## src/hdl/tfi_pkg.sv

```systemverilog
// Operation
// RQ1: answer custom code ABh with info reply
// RQ2: reader sends flags, code, maker, UID, CRC
// RQ3: error reply is flags and error code
// RQ4: ok reply: flags, pointer, conditions, lock, features
// RQ5: fields show settings live at query time
// RQ6: bit one means feature enabled
// RQ7: low page read bit0, write bit1
// RQ8: high page read bit4, write bit5
// RQ9: lock byte: family, alarm, dsfid, boundary
// RQ10: feature bits: memory guard, counter, alarm id
// RQ11: feature bits: alarm guard, family guard
// RQ12: feature bits: scan read, alarm select
// RQ13: feature bits: signature read and guard
// RQ14: feature bits: quiet, privacy, destroy
// RQ15: top feature bit flags further word
// RQ16: transmission error gives silence
// RQ17: unsupported: 0Fh if addressed, else silent; the code also answers 0Fh when selected and the tag is selected
// RQ18: inventory or extension flag: silent
// RQ19: bit n sits at index n-1
// RQ20: fixed feature word, low byte first
package tfi_pkg;
  // air command and answer codes
  localparam logic [7:0] CMD_SYS_INFO   = 8'hab;
  localparam logic [7:0] ERR_NOT_SUPP   = 8'h0f;
  localparam logic [7:0] FLAGS_OK       = 8'h00;
  localparam logic [7:0] FLAGS_ERR      = 8'h01;
  // request flag bit positions
  localparam int FLG_INVENTORY = 2;
  localparam int FLG_PROTO_EXT = 3;
  localparam int FLG_SELECT    = 4;
  localparam int FLG_ADDRESS   = 5;
  // request lengths in bytes, crc already stripped
  localparam logic [3:0] LEN_PLAIN = 4'h3;
  localparam logic [3:0] LEN_ADDR  = 4'hb;
  // reply lengths in bytes, crc appended downstream
  localparam logic [3:0] RSP_OK_LEN  = 4'h8;
  localparam logic [3:0] RSP_ERR_LEN = 4'h2;
  // valid field bits, reserved ones read zero
  localparam logic [7:0]  COND_MASK = 8'h33;
  localparam logic [7:0]  LOCK_MASK = 8'h0f;
  localparam logic [31:0] FEAT_MASK = 32'h0000_377f;
  localparam logic [31:0] FEAT_DEF  = 32'h0000_377f;
  // register byte addresses
  localparam logic [7:0] REG_SETTINGS = 8'h00;
  localparam logic [7:0] REG_FEATURES = 8'h04;
  localparam logic [7:0] REG_STATUS   = 8'h08;
  localparam logic [7:0] REG_CONTROL  = 8'h0c;
  localparam logic [31:0] SETTINGS_RST = 32'h0000_0000;
  localparam logic [31:0] CONTROL_RST  = 32'h0000_0001;
  localparam logic [1:0] RESP_OKAY   = 2'b00;
  localparam logic [1:0] RESP_SLVERR = 2'b10;

  // received frame from the bit decoder
  typedef struct packed {
    logic       sof;       // new frame begins
    logic       byte_vld;  // one payload byte
    logic [7:0] data;
    logic       eof;       // frame ended
    logic       crc_ok;    // no crc, coding or count error
  } tfi_rx_t;

  // reply byte stream toward the frame encoder
  typedef struct packed {
    logic       valid;
    logic [7:0] data;
    logic       last;
  } tfi_tx_t;

  typedef enum logic [1:0] {
    ST_IDLE = 2'b00,  // collecting request bytes
    ST_DROP = 2'b01,  // reply sent, wait for next sof
    ST_SEND = 2'b10   // streaming the reply
  } tfi_state_t;
endpackage

```

## src/hdl/tfi_responder.sv

```systemverilog
// The address map and register access over AXI4-Lite were chosen for this implementation.
`timescale 1ns/1ps
module tfi_responder #(
  parameter logic [7:0]  MFG_CODE  = 8'h5a,  // arbitrary neutral value
  parameter logic [31:0] FEAT_WORD = tfi_pkg::FEAT_DEF
) (
  input  wire logic            ref_clk,
  input  wire logic            nrst,
  input  wire tfi_pkg::tfi_rx_t rx,
  input  wire logic [63:0]     tag_uid,
  input  wire logic            tag_selected,
  output tfi_pkg::tfi_tx_t     tx,
  input  wire logic            tx_ready,
  input  wire logic [7:0]      s_axi_awaddr,
  input  wire logic            s_axi_awvalid,
  output logic                 s_axi_awready,
  input  wire logic [31:0]     s_axi_wdata,
  input  wire logic [3:0]      s_axi_wstrb,
  input  wire logic            s_axi_wvalid,
  output logic                 s_axi_wready,
  output logic [1:0]           s_axi_bresp,
  output logic                 s_axi_bvalid,
  input  wire logic            s_axi_bready,
  input  wire logic [7:0]      s_axi_araddr,
  input  wire logic            s_axi_arvalid,
  output logic                 s_axi_arready,
  output logic [31:0]          s_axi_rdata,
  output logic [1:0]           s_axi_rresp,
  output logic                 s_axi_rvalid,
  input  wire logic            s_axi_rready
);
  import tfi_pkg::*;

  // whole block state in one record
  typedef struct packed {
    tfi_state_t      st;
    logic [3:0]      cnt;       // request bytes seen
    logic            ovf;       // more bytes than any legal request
    logic [10:0][7:0] req;      // flags, code, maker, uid lsb first
    logic [7:0][7:0] rsp;       // reply bytes, index 0 sent first
    logic [3:0]      idx;       // reply byte on offer
    logic [3:0]      len;       // reply length
    logic [31:0]     settings;  // live pointer, conditions, lock
    logic            enable;    // responder on
    logic [7:0]      n_ok;      // good replies sent
    logic [7:0]      n_err;     // error replies sent
    logic [7:0]      n_drop;    // frames met with silence
    logic            aw_have;
    logic [7:0]      aw_addr;
    logic            w_have;
    logic [31:0]     w_data;
    logic [3:0]      w_strb;
    logic            bvalid;
    logic [1:0]      bresp;
    logic            rvalid;
    logic [31:0]     rdata;
    logic [1:0]      rresp;
  } tfi_regs_t;

  tfi_regs_t r;       // registered state
  tfi_regs_t next_r;  // next state

  // register address check, used by both bus paths
  function automatic logic mapped(input logic [7:0] a);
    mapped = (a == REG_SETTINGS) || (a == REG_FEATURES) ||
             (a == REG_STATUS) || (a == REG_CONTROL);
  endfunction

  // byte lane merge for partial writes
  function automatic logic [31:0] merge(input logic [31:0] old,
                                        input logic [31:0] nw,
                                        input logic [3:0]  st);
    for (int i = 0; i < 4; i++) begin
      merge[i*8 +: 8] = st[i] ? nw[i*8 +: 8] : old[i*8 +: 8];
    end
  endfunction

  // live fields, reserved bits forced low
  logic [7:0]  boundary;   // protect_boundary_block
  logic [7:0]  conditions; // page_access_conditions
  logic [7:0]  lock_byte;  // lock bits
  logic [31:0] feat;       // fixed feature word
  assign boundary   = r.settings[7:0];
  assign conditions = r.settings[15:8] & COND_MASK;  // [RQ7] [RQ8] [RQ6]
  assign lock_byte  = r.settings[23:16] & LOCK_MASK; // [RQ9] [RQ6]
  // extension bit cleared: no further word exists
  assign feat       = FEAT_WORD &  // [RQ10] [RQ11] [RQ12] [RQ19]
                      FEAT_MASK;   // [RQ13] [RQ14] [RQ15]

  // request decode, settled when eof arrives
  logic       addressed;  // address flag set
  logic       selected;   // select flag set
  logic       quiet_flag; // inventory or protocol extension
  logic       len_ok;     // byte count fits the addressing
  logic       uid_ok;     // our uid, or no uid needed
  logic       is_query;   // our custom code and maker
  logic       go_ok;      // send the info reply
  logic       go_err;     // send the error reply
  assign addressed  = r.req[0][FLG_ADDRESS];
  assign selected   = r.req[0][FLG_SELECT];
  assign quiet_flag = r.req[0][FLG_INVENTORY] | r.req[0][FLG_PROTO_EXT];
  assign len_ok     = !r.ovf &&
                      (r.cnt == (addressed ? LEN_ADDR : LEN_PLAIN));
  assign uid_ok     = !addressed || (r.req[10:3] == tag_uid);
  assign is_query   = (r.req[1] == CMD_SYS_INFO) &&
                      (r.req[2] == MFG_CODE);        // [RQ1]
  // selected frames reach only the selected tag
  assign go_ok  = rx.eof && rx.crc_ok && len_ok && uid_ok &&
                  (!selected || tag_selected) && r.enable &&
                  is_query && !quiet_flag;            // [RQ1] [RQ18]
  // unsupported option answered only when addressed or selected
  assign go_err = rx.eof && rx.crc_ok && len_ok && uid_ok &&
                  (!selected || tag_selected) && r.enable &&
                  !is_query && !quiet_flag &&
                  (addressed || selected);            // [RQ17] [RQ18]

  // bus write accept when both halves are in
  logic wr_fire;
  logic rd_fire;
  assign wr_fire = r.aw_have && r.w_have && !r.bvalid;
  assign rd_fire = s_axi_arvalid && s_axi_arready;

  // next-state logic for the whole block
  always_comb begin
    next_r = r;
    case (r.st)
      ST_IDLE: begin
        // any sof restarts the request buffer
        if (rx.sof) begin
          next_r.cnt = 4'h0;
          next_r.ovf = 1'b0;
        end else if (rx.byte_vld) begin
          if (r.cnt == LEN_ADDR) begin
            next_r.ovf = 1'b1;  // too long, counted as bit-count error
          end else begin
            next_r.req[r.cnt] = rx.data;
            next_r.cnt        = r.cnt + 4'h1;
          end
        end else if (go_ok) begin
          // snapshot of the settings now in force
          next_r.rsp = {feat[31:24], feat[23:16], feat[15:8], feat[7:0],
                        lock_byte, conditions, boundary,
                        FLAGS_OK};                    // [RQ4] [RQ5] [RQ20]
          next_r.len = RSP_OK_LEN;
          next_r.idx = 4'h0;
          next_r.st  = ST_SEND;
        end else if (go_err) begin
          next_r.rsp = {48'h0, ERR_NOT_SUPP, FLAGS_ERR};  // [RQ3] [RQ17]
          next_r.len = RSP_ERR_LEN;
          next_r.idx = 4'h0;
          next_r.st  = ST_SEND;
        end else if (rx.eof) begin
          // bad crc, count, or not for us: stay silent
          next_r.n_drop = r.n_drop + 8'h1;            // [RQ16]
          next_r.cnt    = 4'h0;
          next_r.ovf    = 1'b0;
        end
      end
      ST_DROP: begin
        // hold off until a fresh frame starts
        if (rx.sof) begin
          next_r.cnt = 4'h0;
          next_r.ovf = 1'b0;
          next_r.st  = ST_IDLE;
        end
      end
      ST_SEND: begin
        // advance on each accepted byte
        if (tx_ready) begin
          if (r.idx == r.len - 4'h1) begin
            if (r.len == RSP_OK_LEN) begin
              next_r.n_ok = r.n_ok + 8'h1;
            end else begin
              next_r.n_err = r.n_err + 8'h1;
            end
            next_r.cnt = 4'h0;
            next_r.ovf = 1'b0;
            // frames heard while talking are lost; wait for next sof
            next_r.st  = ST_DROP;
          end else begin
            next_r.idx = r.idx + 4'h1;
          end
        end
      end
      default: begin
        next_r.st = ST_IDLE;
      end
    endcase

    // bus write address and data taken in either order
    if (s_axi_awvalid && s_axi_awready) begin
      next_r.aw_have = 1'b1;
      next_r.aw_addr = s_axi_awaddr;
    end
    if (s_axi_wvalid && s_axi_wready) begin
      next_r.w_have = 1'b1;
      next_r.w_data = s_axi_wdata;
      next_r.w_strb = s_axi_wstrb;
    end
    if (wr_fire) begin
      next_r.aw_have = 1'b0;
      next_r.w_have  = 1'b0;
      next_r.bvalid  = 1'b1;
      next_r.bresp   = mapped(r.aw_addr) ? RESP_OKAY : RESP_SLVERR;
      if (r.aw_addr == REG_SETTINGS) begin
        next_r.settings = merge(r.settings, r.w_data, r.w_strb);
      end else if (r.aw_addr == REG_CONTROL && r.w_strb[0]) begin
        next_r.enable = r.w_data[0];
      end
    end else if (r.bvalid && s_axi_bready) begin
      next_r.bvalid = 1'b0;
    end

    // bus read, answered one cycle after address
    if (rd_fire) begin
      next_r.rvalid = 1'b1;
      next_r.rresp  = mapped(s_axi_araddr) ? RESP_OKAY : RESP_SLVERR;
      case (s_axi_araddr)
        REG_SETTINGS: next_r.rdata = {8'h0, lock_byte, conditions,
                                      boundary};
        REG_FEATURES: next_r.rdata = feat;
        REG_STATUS:   next_r.rdata = {r.n_drop, r.n_err, r.n_ok,
                                      6'h0, r.st};
        REG_CONTROL:  next_r.rdata = {31'h0, r.enable};
        default:      next_r.rdata = 32'h0;
      endcase
    end else if (r.rvalid && s_axi_rready) begin
      next_r.rvalid = 1'b0;
    end
  end

  // single register stage, synchronous reset
  always_ff @(posedge ref_clk) begin
    if (!nrst) begin
      r          <= '0;
      r.st       <= ST_IDLE;
      r.settings <= SETTINGS_RST;
      r.enable   <= CONTROL_RST[0];
      r.bresp    <= RESP_OKAY;
      r.rresp    <= RESP_OKAY;
    end else begin
      r <= next_r;
    end
  end

  // outputs straight from state
  assign tx.valid      = (r.st == ST_SEND);
  assign tx.data       = r.rsp[r.idx[2:0]];
  assign tx.last       = (r.st == ST_SEND) && (r.idx == r.len - 4'h1);
  assign s_axi_awready = !r.aw_have && !r.bvalid;
  assign s_axi_wready  = !r.w_have && !r.bvalid;
  assign s_axi_bvalid  = r.bvalid;
  assign s_axi_bresp   = r.bresp;
  assign s_axi_arready = !r.rvalid;
  assign s_axi_rvalid  = r.rvalid;
  assign s_axi_rdata   = r.rdata;
  assign s_axi_rresp   = r.rresp;

  // reply kind, used by checks only
  logic is_err_rsp;
  assign is_err_rsp = (r.len == RSP_ERR_LEN);

  // a good reply always starts with clear flags
  property p_ok_flags;
    @(posedge ref_clk) disable iff (!nrst)
      (tx.valid && r.idx == 4'h0 && !is_err_rsp) |-> tx.data == FLAGS_OK;
  endproperty
  a_ok_flags: assert property (p_ok_flags) // [RQ4]
    else $error("ok reply flags not zero");

  // error reply: error flag then code 0Fh, then last
  property p_err_frame;
    @(posedge ref_clk) disable iff (!nrst)
      (tx.valid && r.idx == 4'h0 && is_err_rsp && tx_ready) |->
        tx.data == FLAGS_ERR ##1
        (tx.valid && tx.last && tx.data == ERR_NOT_SUPP);
  endproperty
  a_err_frame: assert property (p_err_frame) // [RQ3]
    else $error("error reply malformed");

  // good reply ends on the eighth byte
  property p_ok_last;
    @(posedge ref_clk) disable iff (!nrst)
      (tx.valid && tx.last && !is_err_rsp) |-> r.idx == 4'h7;
  endproperty
  a_ok_last: assert property (p_ok_last) // [RQ4]
    else $error("ok reply length wrong");

  // feature low byte goes out fifth
  property p_feat_order;
    @(posedge ref_clk) disable iff (!nrst)
      (tx.valid && !is_err_rsp && r.idx == 4'h4) |-> tx.data == feat[7:0];
  endproperty
  a_feat_order: assert property (p_feat_order) // [RQ20]
    else $error("feature byte order wrong");

  // no further word, so the top bit is low
  property p_ext_clear;
    @(posedge ref_clk) disable iff (!nrst)
      (tx.valid && !is_err_rsp && r.idx == 4'h7) |-> !tx.data[7];
  endproperty
  a_ext_clear: assert property (p_ext_clear) // [RQ15]
    else $error("extension bit set");

  // reserved condition bits stay low
  property p_cond_rsv;
    @(posedge ref_clk) disable iff (!nrst)
      (tx.valid && !is_err_rsp && r.idx == 4'h2) |->
        (tx.data & ~COND_MASK) == 8'h00;
  endproperty
  a_cond_rsv: assert property (p_cond_rsv) // [RQ8]
    else $error("reserved condition bit set");

  // pointer equals the setting at query time
  property p_live_ptr;
    @(posedge ref_clk) disable iff (!nrst)
      (r.st == ST_IDLE && go_ok && !rx.sof && !rx.byte_vld) |=>
        r.rsp[1] == $past(boundary) && r.rsp[3] == $past(lock_byte);
  endproperty
  a_live_ptr: assert property (p_live_ptr) // [RQ5]
    else $error("reply fields not live");

  // spoiled frame leaves the link silent
  property p_crc_silent;
    @(posedge ref_clk) disable iff (!nrst)
      (r.st == ST_IDLE && rx.eof && !rx.crc_ok && !rx.sof &&
       !rx.byte_vld) |=> !tx.valid [*2];
  endproperty
  a_crc_silent: assert property (p_crc_silent) // [RQ16]
    else $error("reply to bad frame");

  // inventory or extension flag never answered
  property p_quiet;
    @(posedge ref_clk) disable iff (!nrst)
      (r.st == ST_IDLE && rx.eof && quiet_flag && !rx.sof &&
       !rx.byte_vld) |=> !tx.valid;
  endproperty
  a_quiet: assert property (p_quiet) // [RQ18]
    else $error("reply despite inventory flag");

  // main scenarios
  c_ok_reply: cover property (@(posedge ref_clk) disable iff (!nrst)
    tx.valid && tx.last && tx_ready && !is_err_rsp);
  c_err_reply: cover property (@(posedge ref_clk) disable iff (!nrst)
    tx.valid && tx.last && tx_ready && is_err_rsp);
  c_bad_crc: cover property (@(posedge ref_clk) disable iff (!nrst)
    r.st == ST_IDLE && rx.eof && !rx.crc_ok);
endmodule

```

## config.mk

```make
export PLATFORM = sky130hd
export DESIGN_NAME = tfi_responder
export DESIGN_NICKNAME = d
export VERILOG_FILES = /design/src/hdl/tfi_pkg.sv /design/src/hdl/tfi_responder.sv
export SDC_FILE = /design/constraint.sdc
export NUM_CORES = 1
export LEC_CHECK = 0
export BUFFER_PORTS_ARGS = -buffer_cell sky130_fd_sc_hd__buf_2
export CORE_MARGIN = 2
export CORE_UTILIZATION = 50
export CTS_CLUSTER_SIZE = 8
export DETAILED_ROUTE_END_ITERATION = 12
export PLACE_DENSITY = 0.85
export SLEW_MARGIN = 0
export SYNTH_ARGS = -nofsm -noshare
export SYNTH_HDL_FRONTEND = slang
export SYNTH_SLANG_ARGS = --single-unit
```

## constraint.sdc

```tcl
create_clock -name ref_clk -period 2.54 [get_ports ref_clk]
set_clock_uncertainty 0.05 [all_clocks]
set_input_delay 0.381 -clock ref_clk [delete_from_list [all_inputs] [get_ports ref_clk]]
set_output_delay 0.381 -clock ref_clk [all_outputs]
set_load 0.03 [all_outputs]
```

**Yosys cells after proc, flatten, opt, wreduce, memory -nomap -nowiden**

Index checks and enable logic that the tools add are counted.

- Input bits: 137
- Register bits: 281
- Logic and storage cells: 186

- Reduce and logical (&&, ||, !) cells: 64
- Equal/unequal tests: 27
- $lt $le $gt $ge: 3
- Add/subtract/negate cells: 6
- Multiplexer cells: 36
- Bitwise gates (word level): 9

Operators by type and width:

| operator | number |
|---|---|
| $mux W72 | 2 |
| $pmux W32 S4 | 1 |
| $bwmux W88 | 1 |
| $eq A64 B64 Y1 | 1 |
| $demux W8 S4 | 1 |
| $eq A8 B4 Y1 const B | 4 |
| $mux W8 | 4 |
| $mux W5 | 5 |
| $add A8 B1 Y8 const B | 3 |
| $bmux W8 S3 | 1 |
| $logic_and A1 B1 Y1 | 24 |
| $mux W7 | 3 |
| $ne A4 B4 Y1 const B | 5 |
| $reduce_and A6 Y1 | 3 |
| $eq A8 B3 Y1 const B | 2 |
| $logic_not A8 Y1 | 2 |
| $mux W4 | 4 |
| $reduce_and A4 Y1 | 4 |
| $reduce_and A8 Y1 | 2 |
| $pmux W5 S3 | 1 |
| $mux W2 | 6 |
| $reduce_and A3 Y1 | 4 |
| $logic_not A1 Y1 | 9 |
| $logic_or A1 B1 Y1 | 9 |
| other kinds (23) | 44 |

**Logic depth before layout (Yosys ltp)**

- Depth after elaboration: 15
- Depth in mapped cells: 10
- Mapped depth without buffers: 9

**Worst setup path after synthesis**

No wires, ideal clock.

- Path kind: reg-to-reg
- From: reg r[306] in the netlist's numbering
- To: reg r[107] in the netlist's numbering
- Library setup time: 0.070 ns
- Stages on the path, launching flop included: 9
- Data arrival time: 2.250 ns
- Data required time: 2.420 ns
- Setup slack: 0.169 ns
- Cell sequence: dfxtp_1 > inv_1 > ha_1 > clkbuf_1 > clkinv_1 > nor4_2 > nand4_1 > or3_1 > a21oi_1

- Cells in the longest elaborated chain, start to end: 2

RTL lines:

| element | RTL line | source |
|---|---|---|
| from (decl) | tfi_responder.sv:60 | `tfi_regs_t r;` |
| from (signal assigned) | tfi_responder.sv:242 | `r <= next_r;` |
| $eq A2 B2 Y1 | tfi_responder.sv:126 | `case (r.st)` |
| $reduce_and A4 Y1 (no line) | -- |  |

No other way between the ends.
A chain may end at the register's enable or synchronous reset.

**Final worst setup path**

- From: reg r[295] in the netlist's numbering
- To: reg r[176] in the netlist's numbering

- Cells in the longest elaborated chain, start to end: 10
- Elaborated cells on any way between the ends: 13

RTL lines:

| element | RTL line | source |
|---|---|---|
| $eq A64 B64 Y1 (*) | tfi_responder.sv:104 | `assign uid_ok = !addressed \|\| (r.req[10:3] == tag_uid);` |
| $logic_or A1 B1 Y1 (*) | tfi_responder.sv:104 |  |
| $logic_and A1 B1 Y1 (*) (2 in a row) | tfi_responder.sv:108, tfi_responder.sv:112 |  |
| $logic_and A1 B1 Y1 (*) | tfi_responder.sv:109, tfi_responder.sv:113 |  |
| $logic_and A1 B1 Y1 | tfi_responder.sv:113 | `(!selected \|\| tag_selected) && r.enable &&` |
| $logic_and A1 B1 Y1 (2 in a row) | tfi_responder.sv:114 | `!is_query && !quiet_flag &&` |
| $reduce_bool A2 Y1 (no line) | -- |  |
| $reduce_and A4 Y1 (no line) | -- |  |

Every way passes the cells marked *; elsewhere a longest branch is shown, timed or not.

==> impl_metrics.csv <==
group,metric,value,unit
worst_setup_path,rr_worst_depth,10,
worst_setup_path,cp-start-kind,"register",
floorplanning,rows,51,
floorplanning,ioPinCount,188,
floorplanning,core,19590,um^2
run_status,status,"finished with violations",
run_status,violations,"negative setup slack",
clock_network,clock_tree.buffer_depth,3,
sta,whs,0.02026,ns
sta,rsz0062_at_grt,"yes",
global_routing,overflow,0,
worst_setup_path,critPathRequiredTime,2.98,ns
global_routing,grt_pass1_wl,44060,um
route,dr.pass1.iters,6,
route,route.detailed.drc,0,
hold_path,hold_class,"input pin to register",
clock_network,cts_root_buf,"clkbuf_16",
clock_network,cts.sinks,219,
synth,syn_area,10070,um^2
placed_design,gp_congestion,0.9096,
clock_network,postCtsSetupBuffers,0,
clock_network,cts_tree,"done",
route,routed_wl,27370,um
global_routing,first_global_vias,9050,
clock_network,numCtsBuffers,31,
finish,nets,1531,
finish,area_growth,19.92,%
route,via_per_inst,5.732,
worst_setup_path,crit_type,"register to register",
synth,async_flop_share,0,%
floorplanning,dieHeight,145.9,um
power_and_ir_drop,max-vdd-ir-drop,0.5476,mV
sta,slew_headroom,52.31,%
worst_setup_path,endpoint_kind,"register",
synth,postSynthAreaPerCell,8.080,um^2
synth,synth_cell_types,62,
sta,tns,-0.4415,ns
sta,drv_slew,0,
worst_setup_path,crit_fanout,11,
sta,post-route-period-util,102.6,%
placed_design,place_area,11110,um^2
floorplanning,die_x,145.9,um
finish,instances_no_fill,1647,
clock_network,cts_max_level,1,
run,cap_violations,0,
route,num_vias,9441,
route,wire_per_inst,16.62,um
worst_setup_path,critPathLaunch,"r[295]",
sta,worstMarginPinSlew,0.7153,ns
synth,ys_seq_area_share,43.55,%
synth,synth_seq_cells,219,
power_and_ir_drop,p_per_area,636.9,nW/um^2
sta,hold_violations,0,
finish,post_route_cells_drive_above_1_share,21.71,%
synth,ys.flop_type,"dfxtp_1",
floorplanning,die-area,21290,um^2
placed_design,dp_slack,-0.2415,ns
placed_design,dpl.cell_count,1612,
sta,max_freq,0.3836,GHz
route,postRouteAntennaNets,0,
sta,setup_slack,-0.06710,ns
hold_path,hold_start,"s_axi_wstrb[2]",
clock_network,worst_skew_pair.late_latency,0.56,ns
sta,finalCriticalPeriod,2.607,ns
finish,antenna_cells,0,
hold_path,whs_path_depth,3,
global_routing,antenna_found_initial,0,
power_and_ir_drop,p_leak,4.757,nW
clock_network,clk_pin_slew_worst_paths,0.05,ns
synth,postSynthCellCount,1246,
route,drtIter0Drc,883,
global_routing,grt_usage,24.61,%
finish,final_area,12070,um^2
floorplanning,start_util,51.39,%
sta,setup_violations,19,
worst_setup_path,arrival,3.05,ns
synth,synth_edf_count,0,
global_routing,grt_max_degree,116,
placed_design,port_buffers,168,
finish,fillCellCount,1612,
synth,yosys_warnings,0,
placed_design,dp_hpwl,18730,um
worst_setup_path,rr_startpoint,"r[295]",
==> worst max-delay path: stages, from the launching register on <==
cell and delay, ns:
dfxtp_1 0.31, xnor2_1 0.22, nand4_1 0.18, or4_4 0.53, nor4_4 0.36, buf_4 0.21
a31o_4 0.17, buf_12 0.14, buf_12 0.11, nand3_1 0.11, a21oi_2 0.15
==> cell usage after synthesis, drive strengths merged (20+ instances only) <==
cell type / count / area [um^2]
a21oi: 169 / 849.6
buf: 49 / 350.3
clkbuf: 72 / 270.3
dfxtp: 219 / 4384
inv: 21 / 78.82
mux2i: 20 / 200.2
nand2: 224 / 840.8
nand3: 128 / 640.6
nor2: 66 / 247.7
nor4: 23 / 177.7
xnor2: 31 / 271.5
xor2: 48 / 420.4
==> final cells by class <==
type                       count  area [um^2]  area share, %
clock buffer                  32        779.5          6.457
clock inverter                 2        50.05         0.4146
inverter                      22        87.58         0.7255
multi-input combinational    885         5110          42.33
sequential                   219         4393          36.39
tap                          265        331.6          2.746
timing repair buffer         222         1321          10.94
==> state kept, by name, summed over array words and instances, names as in the netlist, 4 cells and up <==
| signal | flops |
|---|---|
| r | 166 |
| s_axi_rdata | 32 |
| boundary | 8 |
| conditions | 4 |
| lock_byte | 4 |
==> cells by family (layout without fill, tap and decap cells) <==
| group | after synthesis | count (layout) | share of synthesized area [%] |
|---|---|---|---|
| buf+inv | 143 | 278 | 6.985 |
| mux | 27 | 27 | 2.772 |
| compound gates | 244 | 244 | 13.82 |
| xor+xnor | 79 | 79 | 6.873 |
| flops | 219 | 219 | 43.55 |
| simple gates | 520 | 520 | 24.35 |
| fa+ha+maj | 13 | 13 | 1.616 |
| other cells | 1 | 2 | 0.03725 |
==> layout by cell type (no fill, tap or decap), drive strengths merged, types with 3 or more instances in the layout <==
cell	Yosys	layout
nand2b	8	8
nand4	19	19
dfxtp	219	219
nor3	11	11
ha	13	13
nor4b	4	4
a21oi	169	169
nor2b	6	6
nor3b	4	4
inv	21	22
clkbuf	72	32
nor4	23	23
mux2	7	7
buf	49	221
o211ai	4	4
o21ai	19	19
mux2i	20	20
a41oi	3	3
a22oi	19	19
nand3	128	128
nand2	224	224
and3	8	8
xor2	48	48
o22ai	4	4
or3	3	3
o2111ai	7	7
xnor2	31	31
and2	6	6
nor2	66	66
==> repair_timing <==
item,in CTS,in global routing
setup endpoints to repair,21,30
endpoints found under the hold margin,1,0
pin swaps,2,17
gates cloned,0,0
resized for setup,3,26
hold buffers,1,0
==> routing by layer <==
metal	up-vias	GRT usage [%]	share of wire, %
met5	-	0	0
met4	0	8.137	3.0
met3	78	3.887	7.4
met2	438	41.70	48
met1	4399	32.08	41
li1	4526	-	-
==> where the power goes <==
group | switching [W] | leakage (nW) | internal [W] | total (W)
Sequential | 0.0000360 | 1.77 | 0.00349 | 0.00353
Combinational | 0.000336 | 2.58 | 0.000182 | 0.000519
Clock | 0.00141 | 0.407 | 0.00224 | 0.00364
Total | 0.00178 | 4.76 | 0.00591 | 0.00769
==> stage by stage <==
step / util [%] / total power [W]
2_1_floorplan: - / 0.003896
3_3_place_gp: 56.74 / 0.004085
3_5_place_dp: 56.74 / 0.004097
4_1_cts: 61.12 / 0.007713
5_1_grt: 61.63 / 0.007911
6_report: 61.63 / 0.007689
==> path summary, 6_finish.rpt <==
kind	to	slack (ns)
setup / recovery	r[176]	-0.07
hold / removal	r[40]	0.02
setup reg to reg	r[176]	-0.07
hold reg to reg	s_axi_rdata[7]	0.39
Note: power is estimated with default switching activity, not from simulation.
